===== config.mk =====
export PLATFORM = sky130hd
export DESIGN_NAME = t0at_card_flat
export DESIGN_NICKNAME = d
export VERILOG_FILES = /design/src/hw/t0at_pkg.sv /design/src/hw/t0at_link_if.sv /design/src/hw/t0at_card.sv /design/src/flat_wrapper.sv
export SDC_FILE = /design/constraint.sdc
export NUM_CORES = 1
export LEC_CHECK = 0
export BUFFER_PORTS_ARGS = -buffer_cell sky130_fd_sc_hd__clkbuf_2
export CELL_PAD_IN_SITES_DETAIL_PLACEMENT = 1
export CELL_PAD_IN_SITES_GLOBAL_PLACEMENT = 2
export CORE_UTILIZATION = 36
export DETAILED_ROUTE_END_ITERATION = 12
export GPL_TIMING_DRIVEN = 0
export PLACE_DENSITY_LB_ADDON = 0.1
export SLEW_MARGIN = 20
export SYNTH_ARGS = -nofsm -noshare
export SYNTH_HDL_FRONTEND = slang
export SYNTH_SLANG_ARGS = --single-unit

===== constraint.sdc =====
create_clock -name clk -period 3.8 [get_ports clk]
set_input_delay 0.38 -clock clk [delete_from_list [all_inputs] [get_ports clk]]
set_output_delay 0.38 -clock clk [all_outputs]
set_load 0.05 [all_outputs]

===== src/hw/t0at_pkg.sv =====
// shared constants and helpers for the t0 apdu transport ends
package t0at_pkg;
  localparam logic [7:0] T0AT_CLA_GR = 8'h00;
  localparam logic [7:0] T0AT_INS_GR = 8'hc0;
  localparam logic [7:0] T0AT_P12_GR = 8'h00;
  localparam logic [7:0] T0AT_LE_ZERO = 8'h00;
  localparam logic [7:0] T0AT_NULL = 8'h60;
  localparam logic [7:0] T0AT_SW1_MORE = 8'h61;
  localparam logic [7:0] T0AT_SW1_FIX = 8'h6c;
  localparam logic [7:0] T0AT_SW1_WARN_A = 8'h62;
  localparam logic [7:0] T0AT_SW1_WARN_B = 8'h63;
  localparam logic [3:0] T0AT_NIB_SW_A = 4'h6;
  localparam logic [3:0] T0AT_NIB_SW_B = 4'h9;
  localparam logic [15:0] T0AT_SW_OK = 16'h9000;
  localparam logic [15:0] T0AT_SW_CORRUPT = 16'h6281;
  localparam logic [15:0] T0AT_SW_BADLEN = 16'h6700;
  localparam logic [15:0] T0AT_SW_BADP12 = 16'h6a86;
  localparam logic [15:0] T0AT_SW_NODIAG = 16'h6f00;
  localparam logic [2:0] T0AT_CASE2 = 3'h2;
  localparam logic [2:0] T0AT_CASE3 = 3'h3;
  localparam logic [2:0] T0AT_CASE4 = 3'h4;
  localparam logic [2:0] T0AT_HDR_LAST = 3'h4;
  localparam logic [8:0] T0AT_LEN_FULL = 9'h100;

  // a length byte of zero stands for 256
  function automatic logic [8:0] t0at_len9(input logic [7:0] b);
    t0at_len9 = (b == T0AT_LE_ZERO) ? T0AT_LEN_FULL : {1'b0, b};
  endfunction
endpackage


===== src/hw/t0at_link_if.sv =====
// byte link between the terminal transport end and the card end
`timescale 1ns/100ps
interface t0at_link_if;
  logic [7:0] t2c_data;
  logic t2c_valid;
  logic t2c_ready;
  logic [7:0] c2t_data;
  logic c2t_valid;
  logic c2t_ready;
  modport term (output t2c_data, output t2c_valid, input t2c_ready,
                input c2t_data, input c2t_valid, output c2t_ready);
  modport card (input t2c_data, input t2c_valid, output t2c_ready,
                output c2t_data, output c2t_valid, input c2t_ready);
endinterface


===== src/hw/t0at_card.sv =====
// card end: answers t0 headers with procedure bytes, data and status
`timescale 1ns/100ps
module t0at_card import t0at_pkg::*; (
  input wire logic clk, // 20 mhz clock
  input wire logic reset, // async, active high
  output logic hdr_strobe, // pulse: header complete
  output logic [7:0] hdr_ins, // received instruction
  output logic [7:0] hdr_p3, // received length byte
  output logic [7:0] cdata, // command data byte
  output logic cdata_valid, // pulse per command data byte
  input wire logic app_resp, // pulse: application decision
  input wire logic [2:0] app_case, // case of the command
  input wire logic app_ok, // normal processing
  input wire logic [15:0] app_sw, // status when not ok
  input wire logic [8:0] app_len, // available response length
  input wire logic [7:0] rd_data, // response data byte
  input wire logic rd_valid, // response byte offered
  input wire logic rd_bad, // byte may be corrupted
  output logic rd_ack, // pulse: response byte taken
  t0at_link_if.card link // link to terminal
);
  typedef enum {C_HDR, C_WAIT, C_ACK, C_RXD, C_TXD, C_PAIR} t0at_cstate_t;
  t0at_cstate_t st_reg, nxt_reg;
  logic [7:0] hdr_reg [0:4];
  logic [2:0] idx_reg;
  logic [8:0] cnt_reg, rem_reg;
  logic [15:0] pair_reg;
  logic pidx_reg, got_reg, bad_reg, rdy_reg, cv_reg;
  logic [7:0] cd_reg;
  logic rx, txd, is_gr, go;
  logic [8:0] le9, licc;

  assign link.t2c_ready = rdy_reg;
  assign link.c2t_valid = cv_reg;
  assign link.c2t_data = cd_reg;
  assign rx = link.t2c_valid & rdy_reg & (st_reg == C_HDR || st_reg == C_RXD);
  assign txd = cv_reg & link.c2t_ready;
  assign is_gr = hdr_reg[1] == T0AT_INS_GR;
  assign le9 = t0at_len9(hdr_reg[4]);
  assign licc = is_gr ? rem_reg : app_len;
  // get response needs no application decision
  assign go = (st_reg == C_WAIT) & (is_gr | app_resp);

  always_ff @(posedge clk or posedge reset) begin
    if (reset) begin
      st_reg <= C_HDR;
      nxt_reg <= C_HDR;
      idx_reg <= 3'h0;
      cnt_reg <= 9'h000;
      rem_reg <= 9'h000;
      pair_reg <= 16'h0000;
      pidx_reg <= 1'b0;
      got_reg <= 1'b0;
      bad_reg <= 1'b0;
      for (int i = 0; i < 5; i++) begin
        hdr_reg[i] <= 8'h00;
      end
    end else begin
      case (st_reg)
        C_HDR: if (rx) begin
          hdr_reg[idx_reg] <= link.t2c_data;
          idx_reg <= idx_reg + 3'h1;
          if (idx_reg == T0AT_HDR_LAST) begin
            st_reg <= C_WAIT;
            got_reg <= 1'b0;
            if (hdr_reg[1] != T0AT_INS_GR) begin
              rem_reg <= 9'h000;
            end
          end
        end
        C_WAIT: if (go) begin
          st_reg <= C_PAIR;
          pidx_reg <= 1'b0;
          if (is_gr && (hdr_reg[2] != T0AT_P12_GR || hdr_reg[3] != T0AT_P12_GR)) begin
            pair_reg <= T0AT_SW_BADP12;
          end else if (is_gr && rem_reg == 9'h000) begin
            pair_reg <= T0AT_SW_NODIAG;
          end else if (!is_gr && !app_ok) begin
            pair_reg <= app_sw;
          end else if (!is_gr && app_case != T0AT_CASE2 && !got_reg) begin
            st_reg <= C_ACK;
            nxt_reg <= C_RXD;
            cnt_reg <= {1'b0, hdr_reg[4]};
          end else if (!is_gr && app_case == T0AT_CASE3) begin
            pair_reg <= T0AT_SW_OK;
          end else if (!is_gr && app_case == T0AT_CASE4) begin
            rem_reg <= app_len;
            pair_reg <= {T0AT_SW1_MORE, app_len[7:0]};
          end else if (hdr_reg[4] == T0AT_LE_ZERO && licc != T0AT_LEN_FULL || le9 > licc) begin
            // a get response asking more than is left is refused, unless its length byte is 00, which is corrected
            if (is_gr && hdr_reg[4] != T0AT_LE_ZERO) begin
              pair_reg <= T0AT_SW_BADLEN;
            end else begin
              pair_reg <= {T0AT_SW1_FIX, licc[7:0]};
            end
          end else begin
            st_reg <= C_ACK;
            nxt_reg <= C_TXD;
            cnt_reg <= le9;
            rem_reg <= licc - le9;
            bad_reg <= 1'b0;
          end
        end
        C_ACK: if (txd) begin
          st_reg <= nxt_reg;
        end
        C_RXD: if (rx) begin
          cnt_reg <= cnt_reg - 9'h001;
          if (cnt_reg == 9'h001) begin
            got_reg <= 1'b1;
            st_reg <= C_WAIT;
          end
        end
        C_TXD: begin
          if (rd_ack) begin
            bad_reg <= bad_reg | rd_bad;
          end
          if (txd) begin
            cnt_reg <= cnt_reg - 9'h001;
            if (cnt_reg == 9'h001) begin
              st_reg <= C_PAIR;
              pidx_reg <= 1'b0;
              if (rem_reg != 9'h000) begin
                pair_reg <= {T0AT_SW1_MORE, rem_reg[7:0]};
              end else begin
                pair_reg <= bad_reg ? T0AT_SW_CORRUPT : T0AT_SW_OK;
              end
            end
          end
        end
        C_PAIR: if (txd) begin
          pidx_reg <= 1'b1;
          if (pidx_reg) begin
            st_reg <= C_HDR;
            idx_reg <= 3'h0;
          end
        end
        default: st_reg <= C_HDR;
      endcase
    end
  end

  // link output; one byte in flight, reloaded only once the last was taken
  always_ff @(posedge clk or posedge reset) begin
    if (reset) begin
      cv_reg <= 1'b0;
      cd_reg <= 8'h00;
      rd_ack <= 1'b0;
      rdy_reg <= 1'b0;
    end else begin
      rd_ack <= 1'b0;
      rdy_reg <= st_reg == C_HDR || st_reg == C_RXD;
      if (txd) begin
        cv_reg <= 1'b0;
      end else if (!cv_reg) begin
        if (st_reg == C_ACK) begin
          cv_reg <= 1'b1;
          cd_reg <= hdr_reg[1];
        end else if (st_reg == C_PAIR) begin
          cv_reg <= 1'b1;
          cd_reg <= pidx_reg ? pair_reg[7:0] : pair_reg[15:8];
        end else if (st_reg == C_TXD && rd_valid && !rd_ack) begin
          cv_reg <= 1'b1;
          cd_reg <= rd_data;
          rd_ack <= 1'b1;
        end
      end
    end
  end

  always_ff @(posedge clk or posedge reset) begin
    if (reset) begin
      hdr_strobe <= 1'b0;
      hdr_ins <= 8'h00;
      hdr_p3 <= 8'h00;
      cdata <= 8'h00;
      cdata_valid <= 1'b0;
    end else begin
      hdr_strobe <= rx && st_reg == C_HDR && idx_reg == T0AT_HDR_LAST;
      if (rx && st_reg == C_HDR && idx_reg == T0AT_HDR_LAST) begin
        hdr_ins <= hdr_reg[1];
        hdr_p3 <= link.t2c_data;
      end
      cdata_valid <= rx && st_reg == C_RXD;
      if (rx && st_reg == C_RXD) begin
        cdata <= link.t2c_data;
      end
    end
  end
endmodule


===== src/flat_wrapper.sv =====
// flat-port wrapper written by rule: the top's interface ports become plain ports
module t0at_card_flat import t0at_pkg::*;
  (clk, reset, hdr_strobe, hdr_ins, hdr_p3, cdata, cdata_valid, app_resp, app_case, app_ok, app_sw, app_len, rd_data, rd_valid, rd_bad, rd_ack, link_t2c_data, link_t2c_valid, link_t2c_ready, link_c2t_data, link_c2t_valid, link_c2t_ready);
  t0at_link_if link_i ();
  input wire logic clk;
  input wire logic reset;
  output logic hdr_strobe;
  output logic [7:0] hdr_ins;
  output logic [7:0] hdr_p3;
  output logic [7:0] cdata;
  output logic cdata_valid;
  input wire logic app_resp;
  input wire logic [2:0] app_case;
  input wire logic app_ok;
  input wire logic [15:0] app_sw;
  input wire logic [8:0] app_len;
  input wire logic [7:0] rd_data;
  input wire logic rd_valid;
  input wire logic rd_bad;
  output logic rd_ack;
  input wire logic [$bits(link_i.t2c_data)-1:0] link_t2c_data;
  input wire logic [$bits(link_i.t2c_valid)-1:0] link_t2c_valid;
  output wire logic [$bits(link_i.t2c_ready)-1:0] link_t2c_ready;
  output wire logic [$bits(link_i.c2t_data)-1:0] link_c2t_data;
  output wire logic [$bits(link_i.c2t_valid)-1:0] link_c2t_valid;
  input wire logic [$bits(link_i.c2t_ready)-1:0] link_c2t_ready;
  assign link_i.t2c_data = link_t2c_data;
  assign link_i.t2c_valid = link_t2c_valid;
  assign link_t2c_ready = link_i.t2c_ready;
  assign link_c2t_data = link_i.c2t_data;
  assign link_c2t_valid = link_i.c2t_valid;
  assign link_i.c2t_ready = link_c2t_ready;
  t0at_card u_core (.clk(clk), .reset(reset), .hdr_strobe(hdr_strobe), .hdr_ins(hdr_ins), .hdr_p3(hdr_p3), .cdata(cdata), .cdata_valid(cdata_valid), .app_resp(app_resp), .app_case(app_case), .app_ok(app_ok), .app_sw(app_sw), .app_len(app_len), .rd_data(rd_data), .rd_valid(rd_valid), .rd_bad(rd_bad), .rd_ack(rd_ack), .link(link_i));
endmodule

==> flow_summary.json, run 1 <==
{
  "status": "complete, no violations",
  "fill_cells": 2001,
  "die_x_um": 135,
  "synth_nets": 728,
  "ys_types": 76,
  "synthTopCellsByCount": "dfrtp_1, nand2_1, o21ai_0",
  "antenna_found_initial": 0,
  "setup-violations-final": 0,
  "path_clk_slew_ps": 60,
  "synthTopCellsByArea": "dfrtp_1, mux2_2, nand2_1, o21ai_0, a21oi_1",
  "firstDrtPassIters": 4,
  "dp.cells": 975,
  "drtAntennaViolNets": 0,
  "final_layout_size_suffix_gt1_share_pct": 28.2,
  "routedWlPerCell_um": 20.1,
  "drv_cap": 0,
  "path_max_fanout": 11,
  "instances_no_fill": 1013,
  "core_um2": 17300,
  "skew_ps": 15.0,
  "cts.sinks": 114,
  "area_growth_pct": 22.9,
  "io_buffers": 87,
  "initial_core_util_pct": 36.9,
  "die_area_um2": 18300,
  "cts_inserted_buffers": 17,
  "ys_seq_elements": 114,
  "arrival_ps": 3870,
  "clk_latency_ps": 430,
  "tritoncts": "yes",
  "yosysWarnings": 0,
  "largest_register_ffs": 32,
  "maxSlewHeadroom_pct": 44.2,
  "vias": 5528,
  "hold_viol": 0,
  "cp-start-kind": "flop",
  "ctsHoldBuffers": 0,
  "path_class": "flop to flop",
  "fp-row-count": 48,
  "drv_slew": 0,
  "drt_iter0_drc": 255,
  "postPlaceCellArea_um2": 7140,
  "final_area_um2": 7850,
  "chipHeight_um": 135,
  "timing.hold.ws_ps": 6.48,
  "worstPathRequired_ps": 4090,
  "synth.avg_cell_area_um2": 9.65,
  "ios": 89,
  "synthArstFlopShare_pct": 100,
  "tightest_slew_ps": 834,
  "drt-vias-per-instance": 5.46,
  "synth-main-ff-cell": "dfrtp_1",
  "clk_path_buf_depth": 2,
  "fmax_mhz": 279,
  "gp_congestion": 0.819,
  "hpwlAfterDp_mm": 15.4,
  "synth_edf_count": 0,
  "leakage_nw": 3.64,
  "drc": 0,
  "finalCriticalPeriod_ps": 3580,
  "pre_cts_ws_ps": -452,
  "h-tree-depth": 4,
  "grt_pass1_vias": 5755,
  "post-route-period-util_pct": 94.3,
  "grt_max_degree": 60,
  "yosys.area.top_type_share_pct": 44.7,
  "syn_area_um2": 6390,
  "wirelength_mm": 20.3,
  "synth-seq-area-share_pct": 44.7,
  "endpoint_kind": "flop",
  "setup_slack_ps": 218,
  "syn_inst": 662,
  "overflow": 0,
  "diodes": 0,
  "grt_first_pass_wirelength_mm": 32.3,
  "power_density_nw_per_um2": 743,
  "startpoint": "u_core.hdr_reg[28]",
  "reg2reg_from": "u_core.hdr_reg[28]",
  "fin_nets": 841,
  "grtUsageTotal_pct": 23.4,
  "hp-class": "input port to asynchronous set/reset pin",
  "yosysTopAreaCell": "dfrtp_1",
  "ir_drop_uv": 377,
  "clock-root-buffer": "clkbuf_16",
  "yosysMostFrequentCell": "dfrtp_1"
}
==> metal layers <==
metal  part of all wire (%)  wire length, µm  vias to the layer above  GRT usage, %
li1                       -                -                     2636             -
met1                     47             9510                     2780          31.2
met2                     50            10100                       90          39.4
met3                    2.3              476                       22          3.37
met4                    1.4              286                        0          6.93
met5                      0                0                        -             0
==> worst max-delay path, cell delays in order, from the launching register on <==
cell and delay [ps]:
dfrtp_1 460, nor4b_4 430, nand2_4 160, buf_2 240, nand2_1 90, nand2_1 70, ha_1 340, o21a_1 150
o31a_1 240, o2111ai_2 210, and3_1 260, o31ai_4 230, buf_4 220, mux2_1 340
==> path summary, 6_finish.rpt <==
path	end	slack [ps]	depth (start not counted)
hold reg to reg	u_core.pair_reg[11]	480	2
max in group asynchronous	u_core.rd_ack	3100	3
setup reg to reg	u_core.pair_reg[12]	220	13
hold / removal	u_core.hdr_p3[2]	6	2
min in group clk	u_core.link.c2t_valid	220	2
setup / recovery	u_core.pair_reg[12]	220	13
==> placed cells by master (no fill, tap or decap), types with 3 or more instances in the layout <==
| cell | synthesis | layout |
|---|---|---|
| o31ai_1 | 13 | 12 |
| nor3_1 | 11 | 11 |
| nor4_1 | 7 | 7 |
| buf_2 | 4 | 5 |
| and3_1 | 5 | 5 |
| nor3b_1 | 3 | 3 |
| clkbuf_16 | 0 | 17 |
| o21ai_0 | 54 | 54 |
| nand3b_1 | 4 | 4 |
| a31oi_1 | 4 | 4 |
| mux2i_1 | 13 | 13 |
| nand2b_1 | 5 | 5 |
| dfrtp_1 | 114 | 114 |
| inv_1 | 20 | 19 |
| nand3_1 | 9 | 9 |
| o2111ai_1 | 5 | 4 |
| ha_1 | 13 | 13 |
| bufinv_16 | 0 | 3 |
| mux2_2 | 50 | 50 |
| a22oi_1 | 13 | 13 |
| a211oi_1 | 10 | 10 |
| o211ai_1 | 4 | 4 |
| a21oi_1 | 53 | 53 |
| o21a_1 | 4 | 4 |
| nor2_1 | 50 | 50 |
| or3_1 | 3 | 3 |
| nor2b_1 | 7 | 7 |
| clkbuf_1 | 22 | 20 |
| nand2_1 | 90 | 90 |
| buf_6 | 3 | 3 |
| clkbuf_2 | 0 | 87 |
| buf_4 | 1 | 9 |
| mux2_1 | 3 | 3 |
| inv_6 | 0 | 7 |
==> through the flow <==
stage               util [%]  power [mW]  setup TNS (ps)
global route            45.4        6.19           -60.5
detailed placement      41.3        4.09          -11600
CTS                     45.1        5.87               0
global placement        41.1        4.03         -113670
finish                  45.4        5.83               0
floorplan                  -        3.41               0
==> power breakdown <==
part	switching, mW	leakage (nW)	internal, mW
logic	1.52	1.90	0.806
registers	0.282	1.44	1.53
clock network	0.649	0.300	1.05
total	2.45	3.64	3.39
==> timing repair <==
item                                    in CTS  in global routing
pin swaps                                    2                  4
gates resized for setup                      4                  3
endpoints found under the setup margin      39                 23
setup buffers                                3                  5
hold endpoints to repair                     0                  0
==> final cells by class <==
cell class / instances / area [µm²] / area share, %
repair buffers: 96 / 523 / 6.66
clock buffers: 17 / 425 / 5.42
plain buffers: 32 / 173 / 2.20
multi-input cells: 493 / 3320 / 42.3
well taps: 225 / 282 / 3.59
inverters: 21 / 83.8 / 1.07
flip-flops and latches: 114 / 2850 / 36.3
clock inverters: 15 / 194 / 2.47
==> kinds of logic (layout without fill, tap and decap cells) <==
| group | count (synthesis) | in the layout | share of synthesized area, % |
|---|---|---|---|
| AND/OR/NAND/NOR | 220 | 220 | 17.4 |
| AO/OA/AOI/OAI | 189 | 189 | 19.1 |
| flip-flops | 114 | 114 | 44.7 |
| multiplexers | 66 | 66 | 11.4 |
| buffers and inverters | 55 | 181 | 4.04 |
| adder cells (fa/ha/maj) | 14 | 14 | 2.86 |
| XOR/XNOR | 4 | 4 | 0.549 |
Note: power is estimated with default switching activity, not from simulation.
==> run 2: changes to the inputs <==
--- a/config.mk
+++ b/config.mk
@@ -12,6 +12,7 @@
 export DETAILED_ROUTE_END_ITERATION = 12
 export GPL_TIMING_DRIVEN = 0
 export PLACE_DENSITY_LB_ADDON = 0.1
+export SETUP_SLACK_MARGIN = 0.3
 export SLEW_MARGIN = 20
 export SYNTH_ARGS = -nofsm -noshare
 export SYNTH_HDL_FRONTEND = slang
==> flow_summary.json, run 2 (synthesized netlist as in run 1, its figures left out) <==
{
  "path_max_fanout": 10,
  "path_class": "flop to flop",
  "cp.buffers_inverters": 3,
  "skew_ps": 13.2,
  "worstPathRequired_ps": 4100,
  "rrSetupSlack_ps": 400,
  "pwr-share-comb_pct": 40.9,
  "die_x_um": 135,
  "power_density_nw_per_um2": 730,
  "p_seq_share_pct": 30.5,
  "cp-start-kind": "flop",
  "initial_core_util_pct": 36.9,
  "largest_register_ffs": 32,
  "chipHeight_um": 135,
  "grt_max_degree": 60,
  "drt_iter0_drc": 277,
  "area_growth_pct": 27.5,
  "antenna_found_initial": 0,
  "swShare_pct": 41.8,
  "grtUsageTotal_pct": 23.7,
  "final_cell_mix": "dfrtp_1, clkbuf_2, nand2_1, a21oi_1, o21ai_0",
  "cts_inserted_buffers": 17,
  "path_clk_slew_ps": 60,
  "fill_cells": 1986,
  "max_stage_delay_ps": 440,
  "leakage_nw": 3.73,
  "post-route-period-util_pct": 89.5,
  "reg2reg_from": "u_core.hdr_reg[29]",
  "clk_latency_ps": 430,
  "grt_setup_unrepaired": "false",
  "tritoncts": "yes",
  "firstDrtPassIters": 4,
  "drtAntennaViolNets": 0,
  "gp_congestion": 0.819,
  "tightest_slew_ps": 836,
  "critPathSlowestCell": "dfrtp_2",
  "ios": 89,
  "p_clk_share_pct": 28.6,
  "drv_cap": 0,
  "endpoint_kind": "flop",
  "timing.hold.ws_ps": 6.66,
  "ctsHoldBuffers": 0,
  "switchingPower_mw": 2.48,
  "grt_pass1_vias": 5800,
  "clk_path_buf_depth": 2,
  "ir_drop_uv": 372,
  "status": "complete, no violations",
  "fmax_mhz": 294,
  "die_area_um2": 18300,
  "drv_slew": 0,
  "h-tree-depth": 4,
  "maxSlewHeadroom_pct": 44.0,
  "hold_viol": 0,
  "arrival_ps": 3700,
  "setup_slack_ps": 401,
  "final_layout_size_suffix_gt1_share_pct": 32.4,
  "cpMostUsedCell": "buf_6",
  "final_common_cell": "dfrtp_1",
  "fin_nets": 856,
  "routedWlPerCell_um": 20.3,
  "hp-class": "input port to asynchronous set/reset pin",
  "io_buffers": 87,
  "p_int_mw": 3.46,
  "clock-root-buffer": "clkbuf_16",
  "vias": 5619,
  "cts.sinks": 114,
  "path_delay_family": "simple AND/OR/NAND/NOR gates",
  "diodes": 0,
  "finalCriticalPeriod_ps": 3400,
  "startpoint": "u_core.hdr_reg[29]",
  "path_cells": "nor4b_4 > nand2_2 > buf_6 > buf_6 > nand2_1 > nand2_2 > ha_4 > o21a_1 > o31a_1 > o2111ai_4 > and3_4 > o31ai_4 > buf_6 > mux2_4",
  "pre_cts_ws_ps": -452,
  "core_um2": 17300,
  "drc": 0,
  "drt-vias-per-instance": 5.47,
  "wirelength_mm": 20.8,
  "fp-row-count": 48,
  "grt_first_pass_wirelength_mm": 32.6,
  "hpwlAfterDp_mm": 15.4,
  "overflow": 0,
  "setup-violations-final": 0
}
## run 2: path summary, 6_finish.rpt
check / endpoint / cells past startpoint
max: u_core.pair_reg[12] / 14
min: u_core.hdr_p3[2] / 2
max reg2reg: u_core.pair_reg[12] / 14
min reg2reg: u_core.pair_reg[11] / 2
max in group asynchronous: u_core.hdr_reg[27] / 3
min in group clk: u_core.link.c2t_valid / 2
## run 2: final cells by class
cell class | instances | area [µm²] | share of cell area, %
inverter | 21 | 83.8 | 1.03
clock buffer | 17 | 425 | 5.22
sequential | 114 | 2860 | 35.1
buffer | 33 | 200 | 2.46
tap | 225 | 282 | 3.46
multi-input combinational | 493 | 3460 | 42.5
clock inverter | 15 | 194 | 2.38
timing repair buffer | 110 | 642 | 7.88
## run 2: metrics by stage
step,setup TNS (ps),instances,total power [mW],area [µm²],utilization [%]
2_1_floorplan,0,662,3.41,6390,-
4_1_cts,0,1015,5.92,7920,45.8
5_1_grt,0,1028,6.29,8140,47.1
6_report,0,1028,5.94,8140,47.1
3_3_place_gp,-113670,974,4.03,7100,41.1
3_5_place_dp,-11600,975,4.09,7140,41.3
## run 2: power groups by stage
stage / Clock [mW] / Sequential (mW) / Combinational [mW]
after floorplan: 0 / 2.00 / 1.41
after global placement: 0 / 1.81 / 2.22
after detailed placement: 0 / 1.82 / 2.27
after CTS: 1.74 / 1.81 / 2.38
after global routing: 1.78 / 1.85 / 2.66
final: 1.70 / 1.81 / 2.43
## run 2: metal layers
| layer | vias up | track usage [%] | wire (µm) | share of wire [%] |
|---|---|---|---|---|
| li1 | 2669 | - | - | - |
| met1 | 2857 | 31.3 | 9710 | 47 |
| met2 | 72 | 40.5 | 10400 | 50 |
| met3 | 21 | 3.37 | 427 | 2.0 |
| met4 | 0 | 6.37 | 247 | 1.2 |
| met5 | - | 0 | 0 | 0 |
## run 2: what timing repair did
item	in CTS	in global routing
endpoints found under the setup margin	40	38
pin swaps	6	14
cloned	0	1
setup buffers	9	12
gates resized for setup	21	25
==> run 3: changes to the inputs <==
--- a/config.mk
+++ b/config.mk
@@ -10,7 +10,6 @@
 export CELL_PAD_IN_SITES_GLOBAL_PLACEMENT = 2
 export CORE_UTILIZATION = 36
 export DETAILED_ROUTE_END_ITERATION = 12
-export GPL_TIMING_DRIVEN = 0
 export PLACE_DENSITY_LB_ADDON = 0.1
 export SETUP_SLACK_MARGIN = 0.3
 export SLEW_MARGIN = 20
==> flow_summary.json, run 3 (synthesized netlist as in run 1, its figures left out) <==
{
  "firstDrtPassIters": 4,
  "die_x_um": 135,
  "wirelength_mm": 20.7,
  "timing.hold.ws_ps": 111,
  "vias": 5487,
  "clock-root-buffer": "clkbuf_16",
  "skew_ps": 16.2,
  "arrival_ps": 3600,
  "fp-row-count": 48,
  "fmax_mhz": 303,
  "drv_cap": 0,
  "grtUsageTotal_pct": 24.3,
  "r2r_end": "u_core.pair_reg[15]",
  "grt_pass1_vias": 5763,
  "p_int_mw": 3.31,
  "chipHeight_um": 135,
  "status": "complete, no violations",
  "top_usage_layer": "met2",
  "final_layout_size_suffix_gt1_share_pct": 28.2,
  "core_um2": 17300,
  "drv_slew": 0,
  "power_density_nw_per_um2": 738,
  "clk_latency_ps": 430,
  "cts_inserted_buffers": 17,
  "diodes": 0,
  "pwr-share-comb_pct": 38.3,
  "dp.cells": 953,
  "drt-vias-per-instance": 5.55,
  "area_growth_pct": 20.6,
  "drc": 0,
  "largest_register_ffs": 32,
  "io_buffers": 88,
  "met2_usage_pct": 39.5,
  "rrSetupSlack_ps": 500,
  "tightest_slew_ps": 1050,
  "final_util_pct": 44.5,
  "post-route-period-util_pct": 87.0,
  "switchingPower_mw": 2.38,
  "reg2reg_from": "u_core.hdr_reg[29]",
  "endpoint_kind": "flop",
  "overflow": 0,
  "finalCriticalPeriod_ps": 3300,
  "cp-start-kind": "flop",
  "hp-class": "input port to asynchronous set/reset pin",
  "routedWlPerCell_um": 21.0,
  "setup_slack_ps": 496,
  "final_common_cell": "dfrtp_1",
  "startpoint": "u_core.hdr_reg[29]",
  "ios": 89,
  "fin_nets": 816,
  "grt_max_degree": 67,
  "tritoncts": "yes",
  "die_area_um2": 18300,
  "crit_path_end": "u_core.pair_reg[15]",
  "r2r.worst_path.cells": 13,
  "leakage_nw": 3.57,
  "use_met1_pct": 32.3,
  "path_class": "flop to flop",
  "swShare_pct": 41.9,
  "grt_setup_unrepaired": "true",
  "h-tree-depth": 4,
  "met3_usage_pct": 4.56,
  "p_seq_share_pct": 33.0,
  "antenna_found_initial": 1,
  "cts.sinks": 114,
  "grt_first_pass_wirelength_mm": 33.1,
  "maxSlewHeadroom_pct": 29.9,
  "pre_cts_ws_ps": 188,
  "setup_tns_ps": 0,
  "worstPathRequired_ps": 4100,
  "clk_path_buf_depth": 2,
  "path_clk_slew_ps": 60,
  "initial_core_util_pct": 36.9,
  "gp_congestion": 0.841,
  "hold_viol": 0,
  "ir_drop_uv": 416,
  "path_max_fanout": 8,
  "p_clk_share_pct": 28.7,
  "instances_no_fill": 988,
  "setup-violations-final": 0,
  "drt_iter0_drc": 264,
  "final_cell_mix": "dfrtp_1, nand2_1, clkbuf_2, o21ai_0, a21oi_1",
  "drtAntennaViolNets": 0,
  "hpwlAfterDp_mm": 15.4
}
run 3: cell types whose count changed in the layout (fill, tap and decap cells not counted), moves of 3 or more:
cell	change
dfrtp_1	+4
nand2_2	-5
buf_2	-5
ha_1	+6
buf_6	-6
inv_6	-4
buf_4	-5
o21ai_0	+3
clkbuf_1	-18
ha_4	-5
dfrtp_2	-4
nand2_1	+5
run 3: worst max-delay path, stage by stage (launching register included):
cell	delay, ps
dfrtp_1	430
nor4b_4	280
buf_4	190
and2_4	190
nand2_1	60
nand2_1	100
ha_1	230
nor2b_1	140
o31a_1	350
o2111ai_2	320
and3_1	290
o31ai_4	90
buf_4	190
mux2_1	300
run 3: cell type report:
class	count	area [µm²]
fillers	1978	9600
multi-input cells	493	3330
flip-flops and latches	114	2850
repair buffers	103	557
clock buffers	22	474
well taps	225	282
clock inverters	10	124
inverters	21	81.3
run 3: how the worst min path moves through the flow:
stage | slack (ps) | start | end
detailed placement | 470 | u_core.pair_reg[5] | u_core.pair_reg[5]
floorplan | 450 | u_core.pair_reg[10] | u_core.pair_reg[10]
finish | 110 | reset | u_core.hdr_p3[6]
global route | 170 | reset | u_core.hdr_p3[0]
global placement | 460 | u_core.pair_reg[2] | u_core.pair_reg[2]
CTS | 140 | reset | u_core.hdr_p3[6]
run 3: metrics by stage:
stage / instance area (µm²) / power [mW]
6_report: 7700 / 5.68
5_1_grt: 7700 / 6.06
4_1_cts: 7640 / 5.70
3_5_place_dp: 7020 / 4.04
3_3_place_gp: 7020 / 3.96
2_1_floorplan: 6390 / 3.41
run 3: power groups by stage:
| stage | registers [mW] | logic [mW] | clock network [mW] |
|---|---|---|---|
| after floorplan | 2.00 | 1.41 | 0 |
| after global placement | 1.87 | 2.09 | 0 |
| after detailed placement | 1.89 | 2.15 | 0 |
| after CTS | 1.88 | 2.16 | 1.67 |
| after global routing | 1.93 | 2.40 | 1.73 |
| final | 1.88 | 2.17 | 1.63 |
run 3: what timing repair did:
item	4_1_cts	5_1_grt
hold buffers	0	0
setup buffers	0	3
resized for setup	2	6
endpoints found under the hold margin	0	0
pin swaps	0	3
setup endpoints to repair	30	37
run 3: routing by layer:
layer	wire, µm	part of all wire, %	vias to the layer above
met5	13	0.063	-
met4	424	2.0	2
met3	781	3.8	27
met2	10100	49	107
met1	9420	45	2768
li1	-	-	2583
